File: config.mk
export PLATFORM = sky130hd
export DESIGN_NAME = bcch_top
export DESIGN_NICKNAME = d
export VERILOG_FILES = /design/src/bcch_pkg.sv /design/src/bcch_top.sv
export VERILOG_INCLUDE_DIRS = /design/src /design/src/src
export SDC_FILE = /design/constraint.sdc
export NUM_CORES = 2
export LEC_CHECK = 0
export ABC_CLOCK_PERIOD_IN_PS = 7600
export BUFFER_PORTS_ARGS = -buffer_cell sky130_fd_sc_hd__clkbuf_2
export CORE_UTILIZATION = 43
export DETAILED_ROUTE_END_ITERATION = 12
export GPL_TIMING_DRIVEN = 0
export SLEW_MARGIN = 10
export SYNTH_ARGS = -nofsm -noshare
export SYNTH_HDL_FRONTEND = slang
export SYNTH_SLANG_ARGS = --single-unit
File: constraint.sdc
create_clock -name clk_in -period 7.6 [get_ports clk_in]
set_input_delay 0 -clock clk_in [delete_from_list [all_inputs] [get_ports clk_in]]
set_output_delay 0 -clock clk_in [all_outputs]
set_load 0.1 [all_outputs]
File: src/bcch_consts.svh
// Constants for the board-control command handler
// How it works
// - Adapter byte FFh marks board-control command
// - Code 02h halts command-list operation
// - Halt drains queue, then returns status
// - Halt when already stopped gives error 11h
// - Code 05h returns identity status block
// - Identity accepted from single or list
// - Identifier copied into status word zero
// - Flags bit7 complete, bit6 error, rest zero
// - Error byte carries code with error flag
// - Option bit 4 reports bus-reset jumper
// - SCSI ID spread over option bits 0,7,6,5
// - Build date and even-store firmware number
// - Engineering revision separate from release level
// - Code 06h is the statistics request
// - Clear off writes statistics to memory
// - Clear set zeroes table, no transfer
// - Statistics counters volatile, reset clears them
// - Statistics writes use block address modifier
`ifndef BCCH_CONSTS_SVH
`define BCCH_CONSTS_SVH
`define BCCH_ADAPTER_BOARD   8'hff
`define BCCH_CMD_STOP        8'h02
`define BCCH_CMD_IDENT       8'h05
`define BCCH_CMD_STATS       8'h06
`define BCCH_ERR_NOT_RUNNING 8'h11
`define BCCH_ERR_BAD_CMD     8'h01
`define BCCH_FLAG_DONE_BIT   7
`define BCCH_FLAG_ERR_BIT    6
`define BCCH_OPT_CLR_BIT     0
`define BCCH_OPT_FIXED       3'b010
`define BCCH_STAT_WORDS      5'd19
`define BCCH_STAT_LAST       5'd18
// Register byte offsets on the bus
`define BCCH_REG_W0     12'h000
`define BCCH_REG_W1     12'h004
`define BCCH_REG_W2     12'h008
`define BCCH_REG_W3     12'h00c
`define BCCH_REG_W4     12'h010
`define BCCH_REG_GO     12'h014
`define BCCH_REG_CTRL   12'h018
`define BCCH_REG_STAT   12'h01c
`define BCCH_REG_SB0    12'h020
`define BCCH_REG_SB1    12'h024
`define BCCH_REG_SB2    12'h028
`define BCCH_REG_SB3    12'h02c
`define BCCH_REG_EVT    12'h030
`endif

File: src/bcch_pkg.sv
// Types shared by the board-control command handler
package bcch_pkg;
	// Handler states, Gray in declaration order only
	typedef enum logic [2:0] {
		BCCH_IDLE  = 3'b000,
		BCCH_DEC   = 3'b001,
		BCCH_DRAIN = 3'b011,
		BCCH_XFER  = 3'b010,
		BCCH_DONE  = 3'b110
	} bcch_state_e;
	// Outbound memory write
	typedef struct packed {
		logic        valid;
		logic [31:0] addr;
		logic [5:0]  amod;
		logic [31:0] data;
	} bcch_mwr_s;
	// Fixed identity data
	typedef struct packed {
		logic [7:0]  fw_rel;
		logic [7:0]  eng_rev;
		logic [7:0]  day;
		logic [7:0]  month;
		logic [7:0]  year;
		logic [15:0] fw_num;
	} bcch_ident_s;
endpackage

File: src/bcch_top.sv
// Board-control command handler with an AHB-Lite register slave
`include "bcch_consts.svh"
module bcch_top #(
	parameter logic [7:0]  FW_REL  = 8'h01, // Arbitrary value
	parameter logic [7:0]  ENG_REV = 8'h01, // Arbitrary value
	parameter logic [7:0]  DAY     = 8'h01,
	parameter logic [7:0]  MONTH   = 8'h01,
	parameter logic [7:0]  YEAR    = 8'h00,
	parameter logic [15:0] FW_NUM  = 16'h0001 // Arbitrary value
) (
	// Clock and reset
	input  wire logic              clk_in,
	input  wire logic              rst_b_in,
	// AHB-Lite slave
	input  wire logic              hsel_in,
	input  wire logic [31:0]       haddr_in,
	input  wire logic [1:0]        htrans_in,
	input  wire logic              hwrite_in,
	input  wire logic [2:0]        hsize_in,
	input  wire logic [31:0]       hwdata_in,
	input  wire logic              hready_in,
	output logic [31:0]            hrdata_out,
	output logic                   hreadyout_out,
	output logic                   hresp_out,
	// Jumpers and queue status
	input  wire logic [3:0]        scsi_id_in,
	input  wire logic              bus_reset_jumper_in,
	input  wire logic              queue_empty_in,
	// Statistics events
	input  wire logic              cmd_done_evt_in,
	input  wire logic              check_cond_evt_in,
	input  wire logic              tgt_sel_evt_in,
	input  wire logic              scsi_cmd_evt_in,
	input  wire logic [3:0]        scsi_cmd_id_in,
	// Memory write port
	output bcch_pkg::bcch_mwr_s    mwr_out,
	input  wire logic              mwr_ready_in,
	// Command-list control
	output logic                   list_running_out,
	output logic                   list_accept_out
);
	// Parameter block words and status block
	logic [31:0] pb [5];                  // Parameter block, words 0 to 4
	logic [31:0] sb [4];                  // Status block, words 0 to 3
	// Sequencer state
	logic        list_on;                 // Command list running
	logic        halting;                 // Halt seen, queue draining
	logic        busy;                    // A command is in progress
	logic        done_p;                  // Last cycle of a command
	logic [31:0] stat [`BCCH_STAT_WORDS]; // Statistics table
	bcch_pkg::bcch_state_e state;         // Sequencer state
	bcch_pkg::bcch_state_e next_state;    // Its next value
	logic [4:0]  widx;                    // Statistics word index
	logic [4:0]  next_widx;               // Its next value
	logic [7:0]  err;                     // Error code of this command
	logic [7:0]  next_err;                // Its next value
	logic        next_list_on;            // Next list running
	logic        next_halting;            // Next halt flag
	// Bus pipeline registers
	logic        dp_wr;                   // Write data phase pending
	logic [11:0] dp_addr;                 // Address of that data phase
	logic        go_wr;                   // Go written while idle
	logic        clr_done;                // Clear request decoded
	// Decoded fields
	logic [7:0]  adapter_byte, cmd_code, amod;
	logic        clr_opt;
	assign adapter_byte = pb[1][7:0];
	assign amod         = pb[1][15:8];
	assign cmd_code     = pb[4][31:24];
	assign clr_opt      = pb[4][16+`BCCH_OPT_CLR_BIT];
	// Option flags byte: ID bits 2 to 0 on top, jumper, fixed
	// pattern, then ID bit 3 in the lowest bit
	logic [7:0] opt_flags;                // Identity option flags
	assign opt_flags = {scsi_id_in[2:0],
		bus_reset_jumper_in,
		`BCCH_OPT_FIXED, scsi_id_in[3]};
	// Address phase capture; only writes need a data phase, reads
	// are answered from the address edge
	always_ff @(posedge clk_in or negedge rst_b_in) begin
		if (!rst_b_in) begin
			dp_wr   <= 1'b0;
			dp_addr <= 12'h000;
		end else if (hready_in) begin
			// Write pending for the coming data phase
			dp_wr   <= hsel_in & htrans_in[1] & hwrite_in;
			dp_addr <= haddr_in[11:0];
		end
	end
	// Zero wait states, always OKAY
	assign hreadyout_out = 1'b1;
	assign hresp_out     = 1'b0;
	// Go strobe, one entry for either command structure
	assign go_wr   = dp_wr && dp_addr == `BCCH_REG_GO && !busy;
	// Busy whenever the sequencer has left idle
	assign busy    = state != bcch_pkg::BCCH_IDLE;
	// Parameter block writes, ignored while busy
	always_ff @(posedge clk_in or negedge rst_b_in) begin
		if (!rst_b_in) begin
			for (int i = 0; i < 5; i++) pb[i] <= 32'h0;
		end else if (dp_wr && !busy) begin
			// Word select by byte offset
			if (dp_addr == `BCCH_REG_W0) pb[0] <= hwdata_in;
			else if (dp_addr == `BCCH_REG_W1) pb[1] <= hwdata_in;
			else if (dp_addr == `BCCH_REG_W2) pb[2] <= hwdata_in;
			else if (dp_addr == `BCCH_REG_W3) pb[3] <= hwdata_in;
			else if (dp_addr == `BCCH_REG_W4) pb[4] <= hwdata_in;
		end
	end
	// Read mux, registered data
	always_ff @(posedge clk_in or negedge rst_b_in) begin
		if (!rst_b_in) hrdata_out <= 32'h0;
		else if (hready_in && hsel_in && htrans_in[1] && !hwrite_in) begin
			if (haddr_in[11:0] == `BCCH_REG_SB0) hrdata_out <= sb[0];
			else if (haddr_in[11:0] == `BCCH_REG_SB1) hrdata_out <= sb[1];
			else if (haddr_in[11:0] == `BCCH_REG_SB2) hrdata_out <= sb[2];
			else if (haddr_in[11:0] == `BCCH_REG_SB3) hrdata_out <= sb[3];
			// Status word: list on, halting, busy
			else if (haddr_in[11:0] == `BCCH_REG_STAT)
				hrdata_out <= {29'h0, list_on, halting, busy};
			else if (haddr_in[11:0] == `BCCH_REG_W0) hrdata_out <= pb[0];
			else hrdata_out <= 32'h0;
		end
	end
	// Start command list via CTRL bit0 (list run enable)
	logic start_wr;
	assign start_wr = dp_wr && dp_addr == `BCCH_REG_CTRL && hwdata_in[0];
	// Command sequencer next state
	always_comb begin
		next_state   = state;
		next_widx    = widx;
		next_err     = err;
		next_list_on = list_on | (start_wr & ~halting);
		next_halting = halting;
		case (state)
			// Wait for a go strobe
			bcch_pkg::BCCH_IDLE: begin
				if (go_wr) begin
					next_state = bcch_pkg::BCCH_DEC;
					next_err   = 8'h00;
				end
			end
			// Decode one parameter block; reserved fields unread
			bcch_pkg::BCCH_DEC: begin
				next_state = bcch_pkg::BCCH_DONE;
				next_widx  = 5'd0;
				if (adapter_byte != `BCCH_ADAPTER_BOARD) begin
					next_err = `BCCH_ERR_BAD_CMD;
				end else if (cmd_code == `BCCH_CMD_STOP) begin
					if (!list_on) next_err = `BCCH_ERR_NOT_RUNNING;
					else begin
						next_halting = 1'b1;
						next_state   = bcch_pkg::BCCH_DRAIN;
					end
				end else if (cmd_code == `BCCH_CMD_STATS) begin
					if (!clr_opt) next_state = bcch_pkg::BCCH_XFER;
				end else if (cmd_code != `BCCH_CMD_IDENT) begin
					next_err = `BCCH_ERR_BAD_CMD;
				end
			end
			// Hold the halt status until the queue runs dry
			bcch_pkg::BCCH_DRAIN: begin
				if (queue_empty_in) begin
					next_list_on = 1'b0;
					next_halting = 1'b0;
					next_state   = bcch_pkg::BCCH_DONE;
				end
			end
			// One statistics word per accepted memory write
			bcch_pkg::BCCH_XFER: begin
				if (mwr_ready_in) begin
					next_widx = widx + 5'd1;
					if (widx == `BCCH_STAT_LAST)
						next_state = bcch_pkg::BCCH_DONE;
				end
			end
			// Status lands on leaving this state
			bcch_pkg::BCCH_DONE: next_state = bcch_pkg::BCCH_IDLE;
			// Unused codes fall back to idle
			default: next_state = bcch_pkg::BCCH_IDLE;
		endcase
	end
	// Sequencer registers
	always_ff @(posedge clk_in or negedge rst_b_in) begin
		if (!rst_b_in) begin
			state   <= bcch_pkg::BCCH_IDLE;
			widx    <= 5'd0;
			err     <= 8'h00;
			list_on <= 1'b0;
			halting <= 1'b0;
		end else begin
			state   <= next_state;
			widx    <= next_widx;
			err     <= next_err;
			list_on <= next_list_on;
			halting <= next_halting;
		end
	end
	assign done_p = state == bcch_pkg::BCCH_DONE;
	assign list_running_out = list_on;
	assign list_accept_out  = list_on & ~halting;
	// Status block; flags byte lands last, on the DONE edge
	always_ff @(posedge clk_in or negedge rst_b_in) begin
		if (!rst_b_in) begin
			for (int i = 0; i < 4; i++) sb[i] <= 32'h0;
		end else if (go_wr) begin
			sb[1] <= 32'h0; // Clear flags for polling
		end else if (state == bcch_pkg::BCCH_DEC) begin
			// Body words first, while the flags still read zero
			sb[0] <= pb[0];
			sb[2] <= {DAY, MONTH, YEAR, opt_flags};
			sb[3] <= {FW_NUM, 16'h0000};
		end else if (done_p) begin
			// Error and flags together, last of all
			sb[1] <= {FW_REL, ENG_REV, err,
				(err == 8'h00) ? 8'h80 : 8'hc0};
		end
	end
	// Statistics table (volatile, cleared at reset)
	assign clr_done = state == bcch_pkg::BCCH_DEC && adapter_byte ==
		`BCCH_ADAPTER_BOARD && cmd_code == `BCCH_CMD_STATS && clr_opt;
	// One counter per table word; check conditions sit between
	// the counts for ID 7 and ID 8
	generate
		for (genvar g = 0; g < `BCCH_STAT_WORDS; g++) begin : g_stat
			logic hit; // Event for this word
			if (g == 0) assign hit = cmd_done_evt_in; // Commands done
			else if (g <= 8) assign hit = scsi_cmd_evt_in &&
				scsi_cmd_id_in == 4'(g - 1);
			else if (g == 9) assign hit = check_cond_evt_in;
			else if (g <= 17) assign hit = scsi_cmd_evt_in &&
				scsi_cmd_id_in == 4'(g - 2);
			else assign hit = tgt_sel_evt_in; // Target selections
			// Clear wins over an event in the same cycle
			always_ff @(posedge clk_in or negedge rst_b_in) begin
				if (!rst_b_in) stat[g] <= 32'h0;
				else if (clr_done) stat[g] <= 32'h0;
				else if (hit) stat[g] <= stat[g] + 32'h1;
			end
		end
	endgenerate
	// Memory write output
	always_comb begin
		mwr_out.valid = state == bcch_pkg::BCCH_XFER;
		mwr_out.addr  = pb[2] + {25'h0, widx, 2'b00};
		mwr_out.amod  = amod[5:0];
		// Index runs past the table only while valid is low
		mwr_out.data  = (widx <= `BCCH_STAT_LAST) ? stat[widx] : 32'h0;
	end
endmodule

==> results.ini <==
[status]
status = complete, no violations

[critical_path]
critPathKind = reg2out
required_ps = 7600
crit_top_cell = clkbuf_1
crit_slowest_cell = clkbuf_1
rrSetupSlack_ps = 2760
cp_cell_sequence = clkbuf_1, clkbuf_1, clkbuf_1, mux4_2, mux2i_1, o31ai_1, clkbuf_2
worstPathArrival_ps = 5530
crit_fanout = 10
cpPeakStageDelay_ps = 980
start_kind = flip-flop
timing.rr.end = stat[293]
reg2reg_from = cmd_code[3]
reg2reg_depth = 8
setup.worst_path.end_class = primary output

[route]
wl_per_cell_um = 23.1
via_per_inst = 5.88
drcViolationCount = 0
antenna_left = 0
wirelength_um = 145000
vias = 36900
drt_iter0_markers = 3406
first_pass_iters = 6

[clocking]
cts_buffers = 91
clockBufferDepth = 3
h-tree-depth = 3
cts_hold_buf = 65
cts.reportedPaths.clkPinSlew_ps = 60
clock-root-buffer = clkbuf_16
cts.sinks = 794
clkLatencyLatePin_ps = 700
ctsResizeCount = 0
cts_tree = built
cts_setup_buffers = 0

[logic_synthesis]
synthesis.nets = 4618
yosys_register_bits = 794
synth_edf_count = 0
synthDistinctLibCells = 74
seq_area_frac_synth = 0.450
yosys_most_used_dff = dfrtp_1
synthCells = 4502
synth-async-reset-ratio = 1.00
synth_area_sq_um = 44200
postSynthAreaPerCell_sq_um = 9.82
yosysWarnings = 0

[grt]
use_met2 = 0.436
grt.overflow.total = 0
grt_max_degree = 101
grt_pass1_wl_um = 219000
antenna_found_initial = 5
met3_usage = 0.0485
gr-usage-met1 = 0.385
top_usage_layer = met2
grt_pass1_vias = 35300
grtUsageTotal = 0.279

[cells_and_area]
drive_gt1_frac = 0.134
fin_util = 0.500
area_delta_synth_final_pct = 15.2
final_common_cell = dfrtp_1
stdcell_count = 6285
layout_common_cells = 794 x dfrtp_1, 617 x nor2_1, 380 x nand2_1
layout.nets = 4954
stdcell_area_sq_um = 50900

[power]
fin_total_pwr_mw = 10.7
p_leak_nw = 21.4
vdd_drop_max_v = 0.000279
p_per_area_nw_per_um2 = 211

[timing]
hold_viol = 0
tightest_slew_ps = 1280
holdWs_ps = 72.3
timing.final.crit_share = 0.727
slew_headroom = 0.145
setup_tns_ps = 0
fmax_mhz = 181
period_minus_slack_ps = 5530
rsz0062_at_grt = no
drv_slew = 0
setup_violations = 0
finalClockSkew_ps = 35.7
finalWorstSetupSlack_ps = 2070

[placed_design]
place_inst = 6048
hpwl_um = 108000
gp_congestion = 0.941
post-place-ws_ps = 2820
place.port_buffers = 166
placed_area_sq_um = 47000

[hold_path]
holdPathEnd = stat[134]
holdPathStages = 5
hold_start = scsi_cmd_id_in[3]
hold_path.class = in2reg

[die]
dieArea_sq_um = 104000
die_h_um = 323
rows = 117
core_sq_um = 102000
pin_count = 196
floorplan.initialDensity = 0.434
chipWidth_um = 323

[flow_run]
max_cap_viol_count = 0

[power by group]
group	total [mW]	switching (mW)	leakage (nW)	internal, mW
clock	4.72	1.89	1.59	2.83
sequential	4.73	0.291	10.7	4.44
combinational	1.26	0.865	9.04	0.398
total	10.7	3.04	21.4	7.67
[sequential cells by signal (all words and copies together) (netlist names)]
register	cells
pb	64
err	2
list_running_out	1
dp_addr	12
clr_opt	1
adapter_byte	8
sb	42
mwr_out	6
stat	608
widx	5
state	3
halting	1
hrdata_out	32
dp_wr	1
cmd_code	8
[routing by layer]
metal / up-vias / wire length [um]
li1: 16800 / -
met1: 18600 / 63700
met2: 1306 / 65800
met3: 277 / 10200
met4: 2 / 5730
met5: - / 8
[cell type report]
cell class	count	area (sq um)
antenna	5	12.5
timing repair buffer	243	1780
multi-input combinational	3332	22800
inverter	96	360
clock buffer	125	2640
tap	1368	1710
buffer	280	1130
clock inverter	42	551
sequential	794	19900
fill	9460	51000
[worst max-delay path, delay by kind of cell (launching register included)]
kind | cells | cell delay, ps
flops | 1 | 570
compound gates | 1 | 840
buf+inv | 4 | 2970
mux | 2 | 450
[how the worst max path moves through the flow]
stage / startpoint / endpoint / cells after the start
global placement: rst_b_in / stat[406] / 1
finish: widx[1] / mwr_out[12] / 7
global route: widx[1] / mwr_out[31] / 7
CTS: widx[1] / mwr_out[31] / 7
detailed placement: cmd_code[3] / stat[289] / 8
floorplan: widx[1] / mwr_out[25] / 6
[cell families (layout without fill, tap and decap cells)]
family | count (synthesis) | count (layout) | synth area share
compound gates | 400 | 400 | 0.0561
fa+ha+maj | 27 | 27 | 0.00781
mux | 346 | 346 | 0.119
buf+inv | 376 | 786 | 0.0338
other cells | 2 | 7 | 0.000170
simple gates | 2051 | 2051 | 0.234
flops | 794 | 794 | 0.450
xor+xnor | 506 | 506 | 0.100
[cell usage after synthesis, drive strengths merged (26+ instances only)]
| cell type | instances | area (sq um) |
|---|---|---|
| o31ai | 56 | 420 |
| nor4 | 137 | 870 |
| nand2 | 380 | 1430 |
| xor2 | 206 | 1800 |
| inv | 96 | 360 |
| nor3 | 128 | 646 |
| buf | 65 | 325 |
| mux2i | 79 | 791 |
| mux2 | 139 | 1570 |
| a21oi | 122 | 611 |
| nand3 | 214 | 1070 |
| or4 | 43 | 330 |
| nor2 | 617 | 2320 |
| and3 | 75 | 469 |
| xnor2 | 300 | 2630 |
| o21ai | 111 | 556 |
| a22oi | 36 | 270 |
| or3 | 83 | 519 |
| clkbuf | 215 | 807 |
| dfrtp | 794 | 19900 |
| and4 | 82 | 718 |
| nand4 | 183 | 1150 |
| mux4 | 128 | 2880 |
| ha | 26 | 325 |
No activity file was read; power rests on OpenSTA's default activity.
